`config.mk`:
```
export PLATFORM = sky130hd
export DESIGN_NAME = reservation_release_cmd
export DESIGN_NICKNAME = d
export VERILOG_FILES = /design/src/inc/resv_release_pkg.sv /design/src/rtl/reservation_release_cmd.sv /design/src/rtl/release_check.sv
export SDC_FILE = /design/constraint.sdc
export NUM_CORES = 1
export LEC_CHECK = 0
export BUFFER_PORTS_ARGS = -buffer_cell sky130_fd_sc_hd__buf_4
export CAP_MARGIN = 20
export CORE_UTILIZATION = 40
export CTS_BUF_LIST = sky130_fd_sc_hd__clkbuf_8
export CTS_CLUSTER_SIZE = 25
export DETAILED_ROUTE_END_ITERATION = 6
export GPL_TIMING_DRIVEN = 0
export SETUP_SLACK_MARGIN = 0.4
export SLEW_MARGIN = 10
export SYNTH_ARGS = -nofsm -noshare
export SYNTH_HDL_FRONTEND = slang
export SYNTH_SLANG_ARGS = --single-unit
```
`constraint.sdc`:
```
create_clock -name clk -period 2.27 [get_ports clk]
set_input_delay 0.3405 -clock clk [delete_from_list [all_inputs] [get_ports clk]]
set_output_delay 0.3405 -clock clk [all_outputs]
set_load 0.03 [all_outputs]
```
`src/inc/resv_release_pkg.sv`:
```
// Constants for the reservation release command interpreter.
// Assumes one core clock; queue transport and memory fetch sit outside.
package resv_release_pkg;
  localparam logic [2:0] ACT_RELEASE = 3'h0;
  localparam logic [2:0] ACT_CLEAR = 3'h1;
  localparam int ACT_LSB = 0;
  localparam int ACT_MSB = 2;
  localparam int SKIP_KEY_BIT = 3;
  localparam int KIND_LSB = 8;
  localparam int KIND_MSB = 15;
  localparam logic [7:0] KIND_NONE = 8'h00;
  localparam logic [63:0] KEY_RESET = 64'h0000000000000000;
  localparam logic [7:0] STATUS_SUCCESS = 8'h00;
  localparam logic [7:0] STATUS_INVALID_FIELD = 8'h02;
  localparam logic [7:0] STATUS_CONFLICT = 8'h83;
  localparam logic [1:0] XFER_PRP = 2'h0;
  localparam logic [1:0] XFER_SGL = 2'h1;
  localparam logic [15:0] CMD_ID_RESET = 16'h0000;
  localparam logic [31:0] REG_ADDR_RESET = 32'h00000000;
  // Register port offsets
  localparam logic [3:0] OFF_CTRL = 4'h0;
  localparam logic [3:0] OFF_STATUS = 4'h4;
  localparam logic [3:0] OFF_HOLDER_LO = 4'h8;
  localparam logic [3:0] OFF_HOLDER_HI = 4'hC;
  localparam int CTRL_ENABLE_BIT = 0;
  localparam logic [31:0] CTRL_RESET = 32'h00000001;
  typedef enum logic [2:0] {ST_IDLE, ST_FETCH, ST_WAIT, ST_CHECK, ST_POST} cmd_state_e;
endpackage

```
`src/rtl/reservation_release_cmd.sv`:
```
// Reservation release command interpreter for one namespace.
// Assumes a memory reader that returns the 8-byte key and a completion queue writer.
// What this block does
// - Executes one command that either releases or clears the namespace reservation.
// - Takes its parameters from doubleword 10 plus a release structure fetched from host memory.
// - With page pointers the buffer address comes from pointer entries 1 and 2.
// - With scatter gather lists the buffer is described only by list entry 1.
// - The 128-bit data pointer locates the host buffer holding the release structure.
// - For release, bits 15:8 of doubleword 10 give the reservation kind, which must equal the held one.
// - A kind that differs from a held kind other than none completes with invalid field status.
// - A set key-skip bit at bit 3 fails the command with invalid field status.
// - With the key-skip bit clear the supplied key is checked before acting.
// - Bits 2:0 select release for 000b, clear for 001b, and other codes are reserved.
// - On finishing, a completion entry with the status is posted to the completion queue.
module reservation_release_cmd
  import resv_release_pkg::*;
(
  input wire logic clk,
  input wire logic resetn,
  input wire logic cmd_valid,
  input wire logic [15:0] cmd_id,
  input wire logic [31:0] dword10,
  input wire logic [127:0] buffer_pointer,
  input wire logic [1:0] xfer_kind,
  input wire logic [63:0] host_key,
  input wire logic fetch_done,
  input wire logic [63:0] fetch_data,
  input wire logic cpl_ready,
  input wire logic [3:0] reg_addr,
  input wire logic [31:0] reg_wdata,
  input wire logic reg_write,
  input wire logic reg_read,
  output logic cmd_ready,
  output logic fetch_req,
  output logic [63:0] fetch_addr_1,
  output logic [63:0] fetch_addr_2,
  output logic fetch_sgl,
  output logic cpl_valid,
  output logic [15:0] cpl_id,
  output logic [7:0] cpl_status,
  output logic [7:0] held_kind_out,
  output logic [31:0] reg_rdata
);
  cmd_state_e state_reg, state_next;
  logic ready_reg, ready_next;
  logic [15:0] id_reg, id_next;
  logic [31:0] dw10_reg, dw10_next;
  logic [63:0] present_key_reg, present_key_next;
  logic [63:0] addr1_reg, addr1_next;
  logic [63:0] addr2_reg, addr2_next;
  logic sgl_reg, sgl_next;
  logic [63:0] req_host_reg, req_host_next;
  logic fetch_req_reg, fetch_req_next;
  logic cpl_valid_reg, cpl_valid_next;
  logic [7:0] cpl_status_reg, cpl_status_next;
  logic [7:0] held_kind_reg, held_kind_next;
  logic [63:0] holder_key_reg, holder_key_next;
  logic [31:0] ctrl_reg, ctrl_next;
  logic [31:0] rdata_reg, rdata_next;
  logic [7:0] chk_status;
  logic chk_release;
  logic chk_clear;
  logic holder_match;
  logic take_cmd;
  logic check_turn;

  // The command's buffer is described by a scatter gather list
  function automatic logic is_sgl(input logic [1:0] kind);
    return kind == XFER_SGL;
  endfunction

  function automatic logic reg_hit(input logic strobe, input logic [3:0] addr, input logic [3:0] offset);
    return strobe && (addr == offset);
  endfunction

  // Taking needs the registered ready, so nothing is taken in the first cycle after reset
  assign take_cmd = cmd_valid && ready_reg;
  assign check_turn = (state_reg == ST_CHECK);
  // Only the host that holds the reservation actually releases it
  assign holder_match = (req_host_reg == holder_key_reg);

  release_check u_check (
    .dword10(dw10_reg),
    .present_key(present_key_reg),
    .holder_key(holder_key_reg),
    .held_kind(held_kind_reg),
    .holder_match(holder_match),
    .status(chk_status),
    .do_release(chk_release),
    .do_clear(chk_clear)
  );

  // Command sequence: take, fetch the release structure, check, wait for the queue
  always_comb
  begin
    state_next = state_reg;
    dw10_next = dw10_reg;
    present_key_next = present_key_reg;
    req_host_next = req_host_reg;
    unique case (state_reg)
      ST_IDLE:
      begin
        if (take_cmd)
        begin
          dw10_next = dword10;
          req_host_next = host_key;
          state_next = ST_FETCH;
        end
      end
      ST_FETCH:
      begin
        state_next = ST_WAIT;
      end
      ST_WAIT:
      begin
        if (fetch_done)
        begin
          present_key_next = fetch_data;
          state_next = ST_CHECK;
        end
      end
      ST_CHECK:
      begin
        state_next = ST_POST;
      end
      ST_POST:
      begin
        if (cpl_ready)
        begin
          state_next = ST_IDLE;
        end
      end
    endcase
    ready_next = (state_next == ST_IDLE) && ctrl_next[CTRL_ENABLE_BIT];
  end

  always_ff @(posedge clk or negedge resetn)
  begin
    if (!resetn)
    begin
      state_reg <= ST_IDLE;
      ready_reg <= 1'b0;
      dw10_reg <= REG_ADDR_RESET;
      present_key_reg <= KEY_RESET;
      req_host_reg <= KEY_RESET;
    end
    else
    begin
      state_reg <= state_next;
      ready_reg <= ready_next;
      dw10_reg <= dw10_next;
      present_key_reg <= present_key_next;
      req_host_reg <= req_host_next;
    end
  end

  // Fetch request and the buffer location latched with the command
  always_comb
  begin
    fetch_req_next = (state_reg == ST_FETCH);
    addr1_next = addr1_reg;
    addr2_next = addr2_reg;
    sgl_next = sgl_reg;
    if (take_cmd)
    begin
      addr1_next = buffer_pointer[63:0];
      addr2_next = buffer_pointer[127:64];
      sgl_next = is_sgl(xfer_kind);
      if (is_sgl(xfer_kind))
      begin
        addr2_next = 64'h0000000000000000;
      end
    end
  end

  always_ff @(posedge clk or negedge resetn)
  begin
    if (!resetn)
    begin
      fetch_req_reg <= 1'b0;
      addr1_reg <= KEY_RESET;
      addr2_reg <= KEY_RESET;
      sgl_reg <= 1'b0;
    end
    else
    begin
      fetch_req_reg <= fetch_req_next;
      addr1_reg <= addr1_next;
      addr2_reg <= addr2_next;
      sgl_reg <= sgl_next;
    end
  end

  // Completion entry; it stands until the queue takes it
  always_comb
  begin
    id_next = id_reg;
    cpl_valid_next = cpl_valid_reg;
    cpl_status_next = cpl_status_reg;
    if (take_cmd)
    begin
      id_next = cmd_id;
    end
    if (check_turn)
    begin
      cpl_status_next = chk_status;
      cpl_valid_next = 1'b1;
    end
    else if (cpl_valid_reg && cpl_ready)
    begin
      cpl_valid_next = 1'b0;
    end
  end

  always_ff @(posedge clk or negedge resetn)
  begin
    if (!resetn)
    begin
      id_reg <= CMD_ID_RESET;
      cpl_valid_reg <= 1'b0;
      cpl_status_reg <= STATUS_SUCCESS;
    end
    else
    begin
      id_reg <= id_next;
      cpl_valid_reg <= cpl_valid_next;
      cpl_status_reg <= cpl_status_next;
    end
  end

  // Held reservation; a register write in the same cycle as a completion wins
  always_comb
  begin
    held_kind_next = held_kind_reg;
    holder_key_next = holder_key_reg;
    if (check_turn && chk_clear)
    begin
      held_kind_next = KIND_NONE;
      holder_key_next = KEY_RESET;
    end
    else if (check_turn && chk_release)
    begin
      held_kind_next = KIND_NONE;
    end
    if (reg_hit(reg_write, reg_addr, OFF_STATUS))
    begin
      held_kind_next = reg_wdata[7:0];
    end
    if (reg_hit(reg_write, reg_addr, OFF_HOLDER_LO))
    begin
      holder_key_next[31:0] = reg_wdata;
    end
    if (reg_hit(reg_write, reg_addr, OFF_HOLDER_HI))
    begin
      holder_key_next[63:32] = reg_wdata;
    end
  end

  always_ff @(posedge clk or negedge resetn)
  begin
    if (!resetn)
    begin
      held_kind_reg <= KIND_NONE;
      holder_key_reg <= KEY_RESET;
    end
    else
    begin
      held_kind_reg <= held_kind_next;
      holder_key_reg <= holder_key_next;
    end
  end

  // Register port: control word, and read data that stand for exactly one cycle
  always_comb
  begin
    ctrl_next = ctrl_reg;
    rdata_next = 32'h00000000;
    if (reg_hit(reg_write, reg_addr, OFF_CTRL))
    begin
      ctrl_next = reg_wdata;
    end
    if (reg_read)
    begin
      unique case (reg_addr)
        OFF_CTRL: rdata_next = ctrl_reg;
        OFF_STATUS: rdata_next = {21'h000000, state_reg, held_kind_reg};
        OFF_HOLDER_LO: rdata_next = holder_key_reg[31:0];
        OFF_HOLDER_HI: rdata_next = holder_key_reg[63:32];
        default: rdata_next = 32'h00000000;
      endcase
    end
  end

  always_ff @(posedge clk or negedge resetn)
  begin
    if (!resetn)
    begin
      ctrl_reg <= CTRL_RESET;
      rdata_reg <= REG_ADDR_RESET;
    end
    else
    begin
      ctrl_reg <= ctrl_next;
      rdata_reg <= rdata_next;
    end
  end

  assign cmd_ready = ready_reg;
  assign fetch_req = fetch_req_reg;
  assign fetch_addr_1 = addr1_reg;
  assign fetch_addr_2 = addr2_reg;
  assign fetch_sgl = sgl_reg;
  assign cpl_valid = cpl_valid_reg;
  assign cpl_id = id_reg;
  assign cpl_status = cpl_status_reg;
  assign held_kind_out = held_kind_reg;
  assign reg_rdata = rdata_reg;
endmodule // reservation_release_cmd

```
`src/rtl/release_check.sv`:
```
// Validation of a release command against held reservation state.
// Assumes purely combinational use by the interpreter.
module release_check
  import resv_release_pkg::*;
(
  input wire logic [31:0] dword10,
  input wire logic [63:0] present_key,
  input wire logic [63:0] holder_key,
  input wire logic [7:0] held_kind,
  input wire logic holder_match,
  output logic [7:0] status,
  output logic do_release,
  output logic do_clear
);
  logic [2:0] release_action;
  logic skip_key_check;
  logic [7:0] resv_kind;

  always_comb
  begin
    release_action = dword10[ACT_MSB:ACT_LSB];
    skip_key_check = dword10[SKIP_KEY_BIT];
    resv_kind = dword10[KIND_MSB:KIND_LSB];
    status = STATUS_SUCCESS;
    do_release = 1'b0;
    do_clear = 1'b0;
    if (skip_key_check)
    begin
      status = STATUS_INVALID_FIELD;
    end
    else if (release_action != ACT_RELEASE && release_action != ACT_CLEAR)
    begin
      status = STATUS_INVALID_FIELD;
    end
    else if (present_key != holder_key)
    begin
      status = STATUS_CONFLICT;
    end
    else if (release_action == ACT_CLEAR)
    begin
      do_clear = 1'b1;
    end
    else if (held_kind != KIND_NONE && resv_kind != held_kind)
    begin
      status = STATUS_INVALID_FIELD;
    end
    else
    begin
      do_release = holder_match && held_kind != KIND_NONE;
    end
  end
endmodule // release_check

```
## Word level (Yosys, flattened, before mapping)

Index checks and enable logic that the tools add are counted.
W data, S select, Z words.

| storage, ports and cells | value |
|---|---|
| flip-flop bits (word level) | 439 |
| latch bits | 0 |
| memory bits (writable) | 0 |
| bits in read-only memories | 0 |
| bits of input ports | 349 |
| output and inout bits | 196 |
| memories kept | 0 |

| cells by class | value |
|---|---|
| add/sub/neg operators | 0 |
| multiply operators | 0 |
| div/mod/pow operators | 0 |
| order comparisons | 0 |
| equality and inequality tests | 13 |
| shift operators | 0 |
| muxes and demuxes | 30 |
| bitwise operators | 0 |
| reductions and logical operators | 23 |

Operators with widths:

| operator | number |
|---|---|
| $mux W64 | 2 |
| $pmux W32 S4 | 1 |
| $mux W32 | 3 |
| $eq A64 B64 Y1 | 1 |
| $ne A64 B64 Y1 | 1 |
| $mux W8 | 7 |
| $pmux W3 S5 | 1 |
| $logic_and A1 B1 Y1 | 12 |
| $mux W1 | 12 |
| $mux W3 | 3 |
| $eq A4 B4 Y1 const B | 2 |
| $ne A8 B8 Y1 | 1 |
| $reduce_bool A8 Y1 | 1 |
| $eq A3 B1 Y1 const B | 2 |
| $eq A3 B2 Y1 const B | 2 |
| $logic_not A3 Y1 | 2 |
| $reduce_bool A2 Y1 | 3 |
| $reduce_bool A3 Y1 | 2 |
| $eq A4 B3 Y1 const B | 1 |
| $logic_not A4 Y1 | 1 |
| $reduce_and A2 Y1 | 2 |
| $eq A3 B3 Y1 const B | 1 |
| $ne A3 B1 Y1 const B | 1 |
| $eq A2 B1 Y1 const B | 1 |
| $mux W2 | 1 |

## Depth between registers and ports, before layout

| logic depth | value |
|---|---|
| depth after elaboration | 11 |
| mapped depth | 8 |

## By module

From an unflattened synthesis, not the netlist that was laid out.

| second synthesis, totals | value |
|---|---|
| cell total of the unflattened synthesis | 1260 |
| area, all modules | 18571.6 um^2 |

Modules (own cells, without submodules):

| module | times used | cells each | area each (um^2) |
|---|---|---|---|
| reservation_release_cmd | 1 | 1147 | 17677.0 |
| release_check | 1 | 113 | 894.6 |

## Worst setup path before layout

No wires, ideal clock.

| timing path | value |
|---|---|
| path kind | reg2reg |
| start | reg holder_key_reg[3] |
| end | reg held_kind_reg[1] (netlist: held_kind_out[1]) |
| library setup time | 138 ps |
| arrival time | 1897 ps |
| data required time | 2132 ps |
| setup slack | 235 ps |
| stages on the path, launching flop included | 7 |
| clock period less this slack | 2035 ps |
| cells stage by stage | dfrtp_1 -> xor2_1 -> a2111oi_2 -> nand4_1 -> or4_4 -> nor4_4 -> o21ai_0 |

| on the way | value |
|---|---|
| cells in the longest elaborated chain, start to end | 9 |

RTL lines:

| item | line | RTL |
|---|---|---|
| start: declaration | reservation_release_cmd.sv:57 | `logic [63:0] holder_key_reg, holder_key_next;` |
| start signal: assignment | reservation_release_cmd.sv:269 | `holder_key_reg <= holder_key_next;` |
| $eq A64 B64 Y1 | reservation_release_cmd.sv:80 | `assign holder_match = (req_host_reg == holder_key_reg);` |
| $logic_and A1 B1 Y1 | release_check.sv:49 | `do_release = holder_match && held_kind != KIND_NONE;` |
| $mux W1 | release_check.sv:43 | `else if (held_kind != KIND_NONE && resv_kind != held_kind)` |
| $mux W1 | release_check.sv:39 | `else if (release_action == ACT_CLEAR)` |
| $mux W1 | release_check.sv:35 | `else if (present_key != holder_key)` |
| $mux W1 | release_check.sv:31 | `else if (release_action != ACT_RELEASE && release_action != ACT_CLEAR)` |
| $mux W1 | release_check.sv:27 | `if (skip_key_check)` |
| $logic_and A1 B1 Y1 | reservation_release_cmd.sv:241 | `else if (check_turn && chk_release)` |
| $reduce_bool A3 Y1 (no line) | - |  |
| end signal: assignment | reservation_release_cmd.sv:268 | `held_kind_reg <= held_kind_next;` |
| end: declaration | reservation_release_cmd.sv:56 | `logic [7:0] held_kind_reg, held_kind_next;` |

Parallel ways exist; a longest one is shown, timed or not.
A chain may end at the register's enable or synchronous reset.

## Worst setup path after layout

| timing path | value |
|---|---|
| start | reg present_key_reg[20] |
| end | reg holder_key_reg[12] |

| on the way | value |
|---|---|
| cells in the longest elaborated chain, start to end | 6 |

RTL lines:

| item | line | RTL |
|---|---|---|
| start: declaration | reservation_release_cmd.sv:48 | `logic [63:0] present_key_reg, present_key_next;` |
| start signal: assignment | reservation_release_cmd.sv:152 | `present_key_reg <= present_key_next;` |
| $ne A64 B64 Y1 | release_check.sv:35 |  |
| $mux W1 | release_check.sv:35 |  |
| $mux W1 | release_check.sv:31 |  |
| $mux W1 | release_check.sv:27 |  |
| $logic_and A1 B1 Y1 | reservation_release_cmd.sv:236 | `if (check_turn && chk_clear)` |
| $reduce_bool A2 Y1 (no line) | - |  |

Every way passes these cells.

==> qor.yml <==
layout:
  layoutNonFillerInstCount: 2884
  drive_gt1_share_pct: 45.4
  syn2layout_area_growth_pct: 64.6
  nNetsFinal: 2599
synth:
  synthMuxAreaShare_pct: 15.3
  syn_area_per_cell_um2: 13.9
  yosys.area_share.xor_xnor_pct: 5.89
  synth_cell_types: 42
  synth_compound_gate_area_share_pct: 11.2
  ys_seq_area_share_pct: 61.2
  synth_top_family_by_area: "multiplexers"
  synth_fa_ha_area_share_pct: 0
  syn_inst: 1261
  async_flop_share_pct: 100
  synth_area_leaders: "dfrtp_1, mux2_2, a22o_1, xnor2_1, xor2_1"
  synth_seq_cells: 429
  synth-simple-area-share_pct: 3.86
  yosys.area.top_type_share_pct: 61.1
  synth_edf_count: 0
  ys_warn_count: 0
  syn_area_um2: 17500
  yosys.area.top_type: "dfrtp_1"
  synth_ff_type: "dfrtp_1"
route:
  drt_first_pass_iters: 6
  drc: 0
  drt_iter0_drc: 1164
  drt-vias-per-instance: 5.32
  dr_total_vias: 15300
  wl_um: 73300
  wl_per_cell_um: 25.4
  antenna_left: 0
global_route:
  grt_usage_pct: 32.4
  grt_max_degree: 106
  gr-total-overflow: 0
  grt_use_met2_pct: 56.4
  grt_pass1_wl_um: 105000
  antenna_found_initial: 4
  first_global_vias: 16600
  grt.met1_usage_pct: 37.3
  grt-busiest-layer: "met2"
  grt_use_met3_pct: 6.68
run_status:
  outcome: "complete, but fails checks"
  violations: "setup timing"
pwr:
  power_density_nw_per_um2: 1220
  peakVddDrop_uv: 1020
  p_leak_nw: 13.6
  power_mw: 35.2
floorplanning:
  start_util_pct: 40.6
  die_area_um2: 44700
  placementRows: 76
  core_area_um2: 43200
  chipWidth_um: 211
  io_pins: 545
  dieHeight_um: 211
sta:
  drv_slew: 0
  tightestPinTransition_ns: 0.741
  max_freq_mhz: 423
  min_period_ns: 2.37
  max_slew_margin_pct: 50.6
  rsz0062_at_grt: "true"
  fin_skew_ns: 0.0253
  hold_viol: 0
  period_share_pct: 104
  setup_slack_ns: -0.0968
  setup_viol: 64
placed_design:
  gp_congestion: 0.892
  dp_hpwl_um: 49600
  port_buffers: 519
  dpl.cell_count: 2374
clock_tree:
  cts_buffers: 75
  cts_max_path_buffers: 3
  tritoncts: "done"
  htree_levels: 3
  path_clk_slew_ns: 0.06
  root_buffer: "clkbuf_8"
  worstSkewPairLatency_ns: 0.63
  clock-sinks: 429
run:
  max-cap-violations: 0
setup_path:
  critPathRequiredTime_ns: 2.76
  crit_type: "reg -> reg"
  crit_path_end_kind: "flip-flop"
  cp-start-kind: "flip-flop"
  cp_max_fo: 8
  crit_arrival_ns: 2.86
min_path:
  hold_path.class: "in -> reg"
-- final timing paths --
check                      slack, ns                 from                  to  cells past startpoint
max in group asynchronous       0.60               resetn    fetch_addr_2[40]                      4
min in group asynchronous       0.27               resetn         ctrl_reg[4]                      2
max                             -0.1  present_key_reg[20]  holder_key_reg[12]                      7
min                             0.23             reg_read        reg_rdata[0]                      3
max reg2reg                     -0.1  present_key_reg[20]  holder_key_reg[12]                      7
min reg2reg                     0.50     fetch_addr_1[47]    fetch_addr_1[47]                      1
-- stage by stage --
| step | hold WS (ns) | setup WS (ns) | TNS [ns] | area, um^2 | util [%] |
|---|---|---|---|---|---|
| 2_1_floorplan | 0.0449 | 0.235 | 0 | 17600 | - |
| 3_3_place_gp | 0.487 | -3.62 | -1640.84 | 22200 | 51.4 |
| 3_5_place_dp | 0.364 | -0.626 | -73.41 | 22300 | 51.7 |
| 4_1_cts | 0.197 | -0.0530 | -2.34 | 28200 | 65.4 |
| 5_1_grt | 0.209 | -0.124 | -6.64 | 28900 | 66.9 |
| 6_report | 0.232 | -0.0968 | -4.51 | 28900 | 66.9 |
-- cell families (layout without fill, tap and decap cells) --
family	after synthesis	in the layout
flip-flops	429	429
multiplexers	239	239
AND/OR/NAND/NOR	124	124
other	1	9
XOR/XNOR	118	118
AO/OA/AOI/OAI	247	247
buffers and inverters	103	1133
-- layout make-up --
cell class | count | area, um^2
fill | 3175 | 14300
sequential | 429 | 10800
timing repair buffer | 908 | 8090
multi-input combinational | 733 | 7160
clock buffer | 93 | 1280
tap | 585 | 732
buffer | 81 | 654
clock inverter | 29 | 125
inverter | 22 | 82.6
antenna | 4 | 10.0
-- cell usage after synthesis, types with 19 or more instances --
| cell | number |
|---|---|
| a222oi_1 | 21 |
| a22o_1 | 133 |
| a22oi_1 | 23 |
| clkbuf_1 | 60 |
| dfrtp_1 | 428 |
| inv_1 | 22 |
| mux2_2 | 239 |
| nand2_1 | 30 |
| nand4_1 | 24 |
| nor2_1 | 27 |
| nor4_1 | 19 |
| o21ai_0 | 24 |
| xnor2_1 | 83 |
| xor2_1 | 35 |
-- where the power goes --
group / leakage (nW) / switching (mW) / internal (mW)
logic: 7.54 / 7.57 / 7.56
registers: 5.29 / 2.49 / 10.7
clock network: 0.803 / 3.21 / 3.65
-- timing repair --
action	in CTS	in global routing
setup buffers	39	9
gates cloned	11	6
endpoints found under the setup margin	360	420
hold buffers	319	0
pin swaps	28	20
resized for setup	217	122
hold endpoints to repair	450	0
-- layer usage --
layer,wire (um),part of all wire (%)
met5,0,0
met4,4330,5.9
met3,4720,6.4
met2,37200,51
met1,27000,37
-- layout by cell type (no fill, tap or decap), types with 9 or more instances in the layout --
master           n
xnor2_1         74
and3_1           9
buf_12          14
dfrtp_1        417
buf_8           14
buf_4          549
a22oi_1         23
inv_1           42
nand4_1         24
a22o_1         133
nor2_1          25
nor4_1          11
o21ai_0         16
dlygate4sd3_1  319
clkbuf_8        97
dfrtp_2         11
xor2_1          31
a21oi_1         14
a222oi_1        21
a31oi_1          9
mux2_4         102
clkbuf_1        24
clkbuf_2        21
nand2_1         30
mux2_2         137
buf_6           22
-- critical path: stages (launching register included) --
cell and delay, ns:
dfrtp_2 0.44, xnor2_4 0.22, nand4_1 0.28, nor4_4 0.42
and4_4 0.31, a21oi_4 0.17, buf_8 0.20, a22o_1 0.18
(Power assumes the default switching activity.)
